## config.mk

```make
export PLATFORM = sky130hd
export DESIGN_NAME = ssr_unit
export DESIGN_NICKNAME = d
export VERILOG_FILES = /design/src/hw/ssr_pkg.sv /design/src/hw/ssr_unit.sv
export SDC_FILE = /design/constraint.sdc
export NUM_CORES = 1
export LEC_CHECK = 0
export ABC_AREA = 1
export BUFFER_PORTS_ARGS = -buffer_cell sky130_fd_sc_hd__buf_2
export CAP_MARGIN = 40
export CORE_AREA = 2 2 344 346
export CTS_CLUSTER_DIAMETER = 200
export CTS_CLUSTER_SIZE = 25
export DETAILED_ROUTE_END_ITERATION = 6
export DIE_AREA = 0 0 346 348
export GPL_TIMING_DRIVEN = 0
export MAX_ROUTING_LAYER = met4
export SLEW_MARGIN = 10
export SYNTH_ARGS = -nofsm -noshare
export SYNTH_HDL_FRONTEND = slang
export SYNTH_SLANG_ARGS = --single-unit
```

## constraint.sdc

```tcl
create_clock -name CLK -period 6.35 [get_ports CLK]
set_clock_uncertainty 0.05 [all_clocks]
set_input_delay 0.635 -clock CLK [delete_from_list [all_inputs] [get_ports CLK]]
set_output_delay 0.635 -clock CLK [all_outputs]
set_load 0.03 [all_outputs]
```

## src/hw/ssr_pkg.sv

```systemverilog
// Package for the segment selector and segment register unit.
// Assumes a single core clock domain and a synchronous active-low reset.
`default_nettype none
package ssr_pkg;

   // ------------------------------------------------------------
   // Selector layout
   // ------------------------------------------------------------
   localparam int SEL_W        = 16;
   localparam int SEL_IDX_HI   = 15;
   localparam int SEL_IDX_LO   = 3;
   localparam int SEL_TS_BIT   = 2;
   localparam int SEL_RL_HI    = 1;
   localparam int SEL_RL_LO    = 0;
   localparam int DESC_SHIFT   = 3;

   // ------------------------------------------------------------
   // Segment register encodings
   // ------------------------------------------------------------
   localparam logic [2:0] SEG_STR  = 3'h0;
   localparam logic [2:0] SEG_CODE = 3'h1;
   localparam logic [2:0] SEG_STK  = 3'h2;
   localparam logic [2:0] SEG_DATA = 3'h3;
   localparam logic [2:0] SEG_ALT1 = 3'h4;
   localparam logic [2:0] SEG_ALT2 = 3'h5;
   localparam int         NUM_SEG  = 6;

   // ------------------------------------------------------------
   // Model-specific register addresses of the two alternate bases
   // ------------------------------------------------------------
   localparam logic [31:0] ALT_DATA_BASE_ONE_ADDR = 32'hC000_0100;
   localparam logic [31:0] ALT_DATA_BASE_TWO_ADDR = 32'hC000_0101;

   localparam logic [1:0]  LEVEL_KERNEL = 2'h0;
   localparam logic [1:0]  LEVEL_USER   = 2'h3;
   localparam int          CANON_HI     = 47;
   localparam logic [63:0] LOW32_MASK   = 64'h0000_0000_FFFF_FFFF;

   // Access kinds for address generation
   localparam logic [1:0] ACC_DATA  = 2'h0;
   localparam logic [1:0] ACC_STR   = 2'h1;
   localparam logic [1:0] ACC_STACK = 2'h2;
   localparam logic [1:0] ACC_FETCH = 2'h3;

   // ------------------------------------------------------------
   // Carriers
   // ------------------------------------------------------------
   typedef struct packed {
      logic [63:0] base;
      logic [31:0] limit;
      logic [11:0] attr;
      logic [1:0]  dlevel;
   } ssr_desc_s;

   typedef struct packed {
      logic [15:0] sel;
      ssr_desc_s   desc;
   } ssr_seg_s;

   typedef struct packed {
      logic        valid;
      logic [2:0]  seg;
      logic [15:0] sel;
   } ssr_load_s;

   typedef struct packed {
      logic        valid;
      logic [1:0]  kind;
      logic        override;
      logic [2:0]  seg;
      logic [63:0] offset;
   } ssr_agen_s;

   typedef enum logic [1:0] {ST_IDLE, ST_FETCH, ST_WRITE} ssr_state_e;

endpackage

`default_nettype wire

```

## src/hw/ssr_unit.sv

```systemverilog
// Segment selector decode, six segment registers with hidden caches,
// null checks, alternate-base writes and segmented address generation.
// Assumes the core supplies descriptor-table bases, a memory port that
// answers one descriptor fetch at a time, and canonical-form checking here.
`timescale 1ns/1ps
`default_nettype none

module ssr_unit (
   input  wire logic              CLK,            // Core clock
   input  wire logic              RST_N,          // Synchronous reset, low
   input  wire logic              MODE_64,        // 64-bit mode active
   input  wire logic              USER_BASE_WR_EN,// user_base_write_enable
   input  wire logic [63:0]       GLOBAL_BASE,    // Global table base
   input  wire logic [63:0]       LOCAL_BASE,     // Local table base
   input  wire ssr_pkg::ssr_load_s LOAD,          // Selector load request
   output logic                   LOAD_BUSY,      // Load in progress
   output logic                   DESC_REQ,       // Descriptor fetch request
   output logic [63:0]            DESC_ADDR,      // Descriptor entry address
   input  wire logic              DESC_ACK,       // Fetch answered
   input  wire ssr_pkg::ssr_desc_s DESC_DATA,     // Decoded descriptor
   input  wire logic              MSR_WR,         // model_reg_write strobe
   input  wire logic [31:0]       MSR_ADDR,       // Model register address
   input  wire logic [63:0]       MSR_DATA,       // Model register data
   input  wire logic              UBW_VALID,      // User base write strobe
   input  wire logic              UBW_TWO,        // 0: alt one, 1: alt two
   input  wire logic              UBW_OP32,       // 32-bit operand
   input  wire logic [63:0]       UBW_DATA,       // General register value
   input  wire ssr_pkg::ssr_agen_s AGEN,          // Address request
   output logic                   ADDR_VALID,     // Linear address valid
   output logic [63:0]            ADDR_OUT,       // Linear address
   output logic [1:0]             REQ_LEVEL,      // Requestor level of load
   output logic [1:0]             CUR_LEVEL,      // current_level
   output logic [15:0]            SEL_OUT [6],    // Visible selectors
   output logic [63:0]            ALT_BASE_ONE,   // alt_data_base_one
   output logic [63:0]            ALT_BASE_TWO,   // alt_data_base_two
   output logic                   FAULT,          // protection_fault pulse
   output logic [15:0]            FAULT_SEL       // Offending selector
);
   import ssr_pkg::*;

   // ------------------------------------------------------------
   // Storage
   // ------------------------------------------------------------
   ssr_seg_s   seg_reg [NUM_SEG];
   ssr_state_e state_reg;
   ssr_load_s  pend_reg;
   logic [1:0] cur_level_reg;
   logic       fault_next;
   logic [15:0] fault_sel_next;

   // ------------------------------------------------------------
   // Selector decode of the incoming load
   // ------------------------------------------------------------
   logic [12:0] ld_index;
   logic        ld_table;
   logic        ld_null;
   logic        ld_bad_seg;
   logic        ld_fault;
   logic [63:0] ld_addr;

   assign ld_index = LOAD.sel[SEL_IDX_HI:SEL_IDX_LO];
   assign ld_table = LOAD.sel[SEL_TS_BIT];
   // Local selector with index zero is a real entry
   assign ld_null  = (ld_index == 13'h0000) && !ld_table;
   assign ld_bad_seg = (LOAD.seg > SEG_ALT2);
   // Index always scaled by eight, also for 16-byte entries
   assign ld_addr  = (ld_table ? LOCAL_BASE : GLOBAL_BASE)
                   + {48'h0, ld_index, 3'h0};
   assign ld_fault = ld_null && ((LOAD.seg == SEG_CODE) ||
                     (LOAD.seg == SEG_STK && (!MODE_64 ||
                      cur_level_reg == LEVEL_USER)));

   function automatic logic canon(input logic [63:0] a);
      canon = (a[63:CANON_HI] == '0) || (a[63:CANON_HI] == '1);
   endfunction

   // ------------------------------------------------------------
   // Load sequencer
   // ------------------------------------------------------------
   logic load_take;
   assign load_take = LOAD.valid && (state_reg == ST_IDLE) && !ld_bad_seg;

   always_ff @(posedge CLK) begin
      if (!RST_N) begin
         state_reg <= ST_IDLE;
         pend_reg  <= '0;
      end else begin
         case (state_reg)
            ST_IDLE: begin
               // Null loads skip the fetch: no memory behind them
               if (load_take && !ld_fault && !ld_null) begin
                  state_reg <= ST_FETCH;
                  pend_reg  <= LOAD;
               end
            end
            ST_FETCH: begin
               if (DESC_ACK) begin
                  state_reg <= ST_IDLE;
               end
            end
            default: state_reg <= ST_IDLE;
         endcase
      end
   end

   always_ff @(posedge CLK) begin
      if (!RST_N) begin
         DESC_REQ  <= 1'b0;
         DESC_ADDR <= '0;
         LOAD_BUSY <= 1'b0;
         REQ_LEVEL <= LEVEL_KERNEL;
      end else begin
         if (load_take && !ld_fault && !ld_null) begin
            DESC_REQ  <= 1'b1;
            DESC_ADDR <= ld_addr;
            LOAD_BUSY <= 1'b1;
         end else if (state_reg == ST_FETCH && DESC_ACK) begin
            DESC_REQ  <= 1'b0;
            LOAD_BUSY <= 1'b0;
         end
         if (load_take) begin
            REQ_LEVEL <= LOAD.sel[SEL_RL_HI:SEL_RL_LO];
         end
      end
   end

   // ------------------------------------------------------------
   // Segment registers; mode changes never touch them
   // ------------------------------------------------------------
   logic msr_one;
   logic msr_two;
   logic ubw_ok;
   logic [63:0] ubw_val;
   logic msr_ok;

   assign msr_ok  = MSR_WR && (cur_level_reg == LEVEL_KERNEL)
                  && canon(MSR_DATA);
   assign msr_one = msr_ok && (MSR_ADDR == ALT_DATA_BASE_ONE_ADDR);
   assign msr_two = msr_ok && (MSR_ADDR == ALT_DATA_BASE_TWO_ADDR);
   assign ubw_val = UBW_OP32 ? (UBW_DATA & LOW32_MASK) : UBW_DATA;
   assign ubw_ok  = UBW_VALID && USER_BASE_WR_EN && MODE_64
                  && canon(ubw_val);

   genvar g;
   generate
      for (g = 0; g < NUM_SEG; g++) begin : g_seg
         localparam logic [2:0] ID = 3'(g);
         logic fill;
         logic null_ld;
         logic base_wr;
         logic [63:0] base_val;
         assign fill    = (state_reg == ST_FETCH) && DESC_ACK
                        && (pend_reg.seg == ID);
         assign null_ld = load_take && ld_null && !ld_fault
                        && (LOAD.seg == ID);
         // Only the alternate bases are writable by software
         assign base_wr = (ID == SEG_ALT1) ? (msr_one || (ubw_ok && !UBW_TWO)) :
                          (ID == SEG_ALT2) ? (msr_two || (ubw_ok && UBW_TWO)) :
                          1'b0;
         // Model write only wins for its own segment
         assign base_val = ((ID == SEG_ALT1) ? msr_one : msr_two) ? MSR_DATA : ubw_val;

         always_ff @(posedge CLK) begin
            if (!RST_N) begin
               seg_reg[g] <= '0;
            end else if (fill) begin
               seg_reg[g].sel  <= pend_reg.sel;
               seg_reg[g].desc <= DESC_DATA;
               if (ID == SEG_ALT1 || ID == SEG_ALT2) begin
                  seg_reg[g].desc.base <= DESC_DATA.base & LOW32_MASK;
               end
            end else begin
               // Hidden part kept on a null load; a base write still lands
               if (null_ld) begin
                  seg_reg[g].sel <= LOAD.sel;
               end
               if (base_wr) begin
                  seg_reg[g].desc.base <= base_val;
               end
            end
         end

         always_ff @(posedge CLK) begin
            if (!RST_N) begin
               SEL_OUT[g] <= '0;
            end else if (fill) begin
               SEL_OUT[g] <= pend_reg.sel;
            end else if (null_ld) begin
               SEL_OUT[g] <= LOAD.sel;
            end
         end
      end
   endgenerate

   always_ff @(posedge CLK) begin
      if (!RST_N) begin
         cur_level_reg <= LEVEL_KERNEL;
      end else if (state_reg == ST_FETCH && DESC_ACK && pend_reg.seg == SEG_CODE) begin
         cur_level_reg <= DESC_DATA.dlevel;
      end
   end
   assign CUR_LEVEL = cur_level_reg;

   assign ALT_BASE_ONE = seg_reg[SEG_ALT1].desc.base;
   assign ALT_BASE_TWO = seg_reg[SEG_ALT2].desc.base;

   // ------------------------------------------------------------
   // Address generation
   // ------------------------------------------------------------
   logic [2:0]  ag_seg;
   logic [63:0] ag_base;
   logic        ag_null;
   logic        ag_canon_fault;
   logic [63:0] ag_sum;

   always_comb begin
      case (AGEN.kind)
         ACC_STR:   ag_seg = SEG_STR;
         ACC_STACK: ag_seg = SEG_STK;
         ACC_FETCH: ag_seg = SEG_CODE;
         default:   ag_seg = SEG_DATA;
      endcase
      if (AGEN.override && AGEN.kind != ACC_FETCH && AGEN.seg <= SEG_ALT2) begin
         ag_seg = AGEN.seg;
      end
   end

   always_comb begin
      if (MODE_64) begin
         // Only the alternate bases survive in 64-bit mode
         ag_base = (ag_seg == SEG_ALT1 || ag_seg == SEG_ALT2)
                 ? seg_reg[ag_seg].desc.base : 64'h0;
      end else begin
         ag_base = seg_reg[ag_seg].desc.base & LOW32_MASK;
      end
   end

   assign ag_null = (seg_reg[ag_seg].sel[SEL_IDX_HI:SEL_TS_BIT] == 14'h0000);
   assign ag_sum  = ag_base + AGEN.offset;
   assign ag_canon_fault = MODE_64 && !canon(ag_sum);

   always_ff @(posedge CLK) begin
      if (!RST_N) begin
         ADDR_VALID <= 1'b0;
         ADDR_OUT   <= '0;
      end else begin
         ADDR_VALID <= AGEN.valid && !(ag_null && !MODE_64) && !ag_canon_fault;
         ADDR_OUT   <= MODE_64 ? ag_sum : (ag_sum & LOW32_MASK);
      end
   end

   // ------------------------------------------------------------
   // Fault reporting
   // ------------------------------------------------------------
   always_comb begin
      fault_next     = 1'b0;
      fault_sel_next = '0;
      if (load_take && ld_fault) begin
         fault_next     = 1'b1;
         fault_sel_next = LOAD.sel;
      end else if (AGEN.valid && ag_null && !MODE_64) begin
         fault_next     = 1'b1;
         fault_sel_next = seg_reg[ag_seg].sel;
      end else if ((UBW_VALID && USER_BASE_WR_EN && MODE_64 && !canon(ubw_val))
                || (MSR_WR && !canon(MSR_DATA) &&
                    (MSR_ADDR == ALT_DATA_BASE_ONE_ADDR ||
                     MSR_ADDR == ALT_DATA_BASE_TWO_ADDR))) begin
         fault_next     = 1'b1;
      end
   end

   always_ff @(posedge CLK) begin
      if (!RST_N) begin
         FAULT     <= 1'b0;
         FAULT_SEL <= '0;
      end else begin
         FAULT     <= fault_next;
         FAULT_SEL <= fault_sel_next;
      end
   end
endmodule

`default_nettype wire

```

==> impl_metrics.yaml <==
die:
  num_io_pins: 874
  start_util_pct: 30.7
  die_h_um: 348
  core_area_sq_um: 117000
  rows: 126
  die-width_um: 346
  dieArea_sq_um: 120000
synth:
  yosys.area_share.adder_pct: 3.04
  yosysSeqAreaShare_pct: 44.4
  synth_compound_area_share_pct: 12.5
  yosysUniqueCellTypes: 59
  yosys_register_bits: 619
  synthCells: 4828
  synth-simple-area-share_pct: 27.0
  synth_edf_count: 352
  async_reset_ff_share_pct: 0
  synth_area_sq_um: 35900
  synthMuxAreaShare_pct: 0.523
  synth_top_family_by_area: "simple AND/OR/NAND/NOR gates"
  synth_warnings: 0
  synth_xor_area_share_pct: 0.708
  synth_top_flop_cell: "edfxtp_1"
  synth_area_per_cell_sq_um: 7.43
grt:
  grt_max_degree: 42
  grt_pass1_wl_um: 235000
  first_global_vias: 34617
  antenna_found_initial: 17
  track_usage_pct: 27.4
  grt_overflow_total: 0
critical_path:
  crit_cells: 36
  crit_type: "input pin to flop"
  slowest_stage: "clkbuf_1"
  crit_buf_inv: 7
  worstReg2RegStart: "seg_reg[5][46]$_DFFE_PP_"
  endpoint_kind: "flop"
  critical-path-top-delay-family: "simple AND/OR/NAND/NOR gates"
  startpoint_type: "input pin"
  critical_path_required_ps: 6870
  worstReg2RegEnd: "ADDR_VALID$_SDFF_PN0_"
  worstPathArrival_ps: 6470
  reg2reg_depth: 27
  regToRegSetupSlack_ps: 2080
  crit_path_start: "AGEN[68]"
  max_stage_delay_ps: 730
  worstPathMaxFanout: 10
  path_common_cell: "nand2_1"
  crit_end: "ADDR_VALID$_SDFF_PN0_"
clock_network:
  cts-root-buf: "clkbuf_16"
  cts_hold_buf: 0
  clockBufferDepth: 3
  htreeDepth: 1
  cts-resized-gates: 0
  clk-insertion-delay-late_ps: 680
  clock_sink_count: 619
  post-cts-setup-buffer-count: 0
  cts-buffers-inserted: 28
  path_clk_slew_ps: 110
  cts_tree: "built"
placement:
  gp_congestion: 0.993
  dp_hpwl_um: 139000
  dp.cells: 7193
  portBuffers: 794
  placed_area_sq_um: 42100
drt:
  drc: 0
  wl_per_cell_um: 23.2
  vias: 36503
  ant_nets: 0
  wl_um: 168000
  drtIter0Drc: 3443
  drt-pass1-iter-count: 6
  detail_route.vias_per_cell: 5.03
power_and_ir_drop:
  powerDensity_nw_per_um2: 213
  p_total_mw: 9.14
  p_leak_nw: 20.6
  vdd_drop_max_v: 0.000270
outcome:
  status: "finished, final reports clean"
finish:
  fin_area_sq_um: 43000
  area_growth_pct: 19.9
  instances_no_fill: 7259
  largest_register_ffs: 352
  final_nets: 6270
  layout-drive-gt1-share_pct: 20.8
sta:
  max_freq_mhz: 168
  tightest_slew_ps: 897
  rsz0062_at_grt: "false"
  setup_viol: 0
  fin_crit_sh_pct: 93.6
  slew_headroom_pct: 40.2
  whs_ps: 134
  fin_crit_ps: 5940
  finalHoldViolations: 0
  slew_viol_final: 0
  finalSetupTns_ps: 0
job:
  drv_cap: 0
hold_path:
  min_path_type: "input pin to flop"
## how the worst min path moves through the flow
stage                                   startpoint  cells past startpoint  slack [ps]                         to
final                                 DESC_DATA[0]                      3         130  CUR_LEVEL[0]$_SDFFE_PN0P_
after global routing                  DESC_DATA[1]                      3         140  CUR_LEVEL[1]$_SDFFE_PN0P_
after CTS                             DESC_DATA[0]                      3          90  CUR_LEVEL[0]$_SDFFE_PN0P_
after detailed placement  SEL_OUT[32]$_SDFFE_PN0P_                      2         400   SEL_OUT[32]$_SDFFE_PN0P_
after global placement    SEL_OUT[33]$_SDFFE_PN0P_                      2         400   SEL_OUT[33]$_SDFFE_PN0P_
after floorplan           pend_reg[5]$_SDFFE_PN0P_                      2         410   SEL_OUT[21]$_SDFFE_PN0P_
## tightest hold or removal path: cells and delay by family
family / cells / cell delay, ps
buf+inv: 1 / 80
compound gates: 1 / 60
simple gates: 1 / 60
## stage by stage
| step | utilization [%] | setup slack [ps] |
|---|---|---|
| 2_1_floorplan | - | 2030 |
| 3_3_place_gp | 35.7 | -720 |
| 3_5_place_dp | 36.0 | -615 |
| 4_1_cts | 36.7 | 79.1 |
| 5_1_grt | 36.7 | 6.51 |
| 6_report | 36.7 | 407 |
## placed cells by master (no fill, tap or decap), types with 17 or more instances in the layout
cell,synthesis,routed
dfxtp_1,267,267
nor2_1,677,677
o22ai_1,39,39
ha_1,84,84
nand3_1,272,272
a21oi_1,268,268
xor2_1,22,22
a31o_2,59,59
edfxtp_1,352,352
clkbuf_16,0,29
nand4_1,30,30
o21ai_1,34,34
o221ai_1,36,36
o211ai_1,36,36
nor3_1,111,111
inv_2,19,21
diode_2,0,17
buf_4,132,134
nand2_1,1160,1157
buf_2,37,833
clkbuf_1,142,159
inv_1,622,620
o21ai_0,235,234
## final cells by class
cell class | instances | area, sq um
Antenna cell | 17 | 42.5
Buffer | 327 | 1820
Clock buffer | 49 | 801
Clock inverter | 1 | 8.76
Fill cell | 12676 | 74000
Inverter | 644 | 2420
Multi-Input combinational cell | 3250 | 15800
Sequential cell | 619 | 15900
Tap cell | 1536 | 1920
Timing Repair Buffer | 816 | 4270
## synthesized netlist by cell type, types with 5 or more instances
cell / instances / share of area [%]
a21oi_1: 268 / 3.7
a31o_2: 59 / 1.4
a31oi_1: 6 / 0.10
and2_1: 6 / 0.10
buf_1: 11 / 0.12
buf_2: 37 / 0.52
buf_4: 132 / 2.8
buf_6: 5 / 0.16
clkbuf_1: 142 / 1.5
dfxtp_1: 267 / 15
edfxtp_1: 352 / 29
ha_1: 84 / 2.9
inv_1: 622 / 6.5
inv_2: 19 / 0.20
mux2_2: 14 / 0.44
nand2_1: 1160 / 12
nand2_2: 5 / 0.087
nand3_1: 272 / 3.8
nand3b_1: 10 / 0.21
nand4_1: 30 / 0.52
nor2_1: 677 / 7.1
nor2_2: 13 / 0.23
nor3_1: 111 / 1.5
nor3_2: 6 / 0.17
nor4_1: 14 / 0.24
o211ai_1: 36 / 0.75
o21a_1: 16 / 0.33
o21ai_0: 235 / 3.3
o21ai_1: 34 / 0.47
o21ai_2: 15 / 0.37
o21bai_1: 6 / 0.13
o221ai_1: 36 / 0.88
o22ai_1: 39 / 0.68
or2_2: 11 / 0.19
xnor2_1: 7 / 0.17
xor2_1: 22 / 0.54
## cell families (layout without fill, tap and decap cells)
kind of cell             Yosys count  count (layout)
adder cells (fa/ha/maj)           86              86
AND/OR/NAND/NOR                 2341            2341
XOR/XNOR                          29              29
AO/OA/AOI/OAI                    763             763
flip-flops                       619             619
multiplexers                      17              17
buffers and inverters            972            1837
other                              1              31
## metal layers
metal / GRT usage (%) / share of wire [%]
met1: 33.2 / 40
met2: 46.7 / 49
met3: 4.23 / 7.5
met4: 8.66 / 3.7
met5: - / 0
## report_power, final
group          switching (mW)  internal, mW  leakage, nW
logic                    1.69         0.665         14.4
registers              0.0992          4.43         5.85
clock network            1.39         0.865        0.385
No activity file was read; power rests on OpenSTA's default activity.
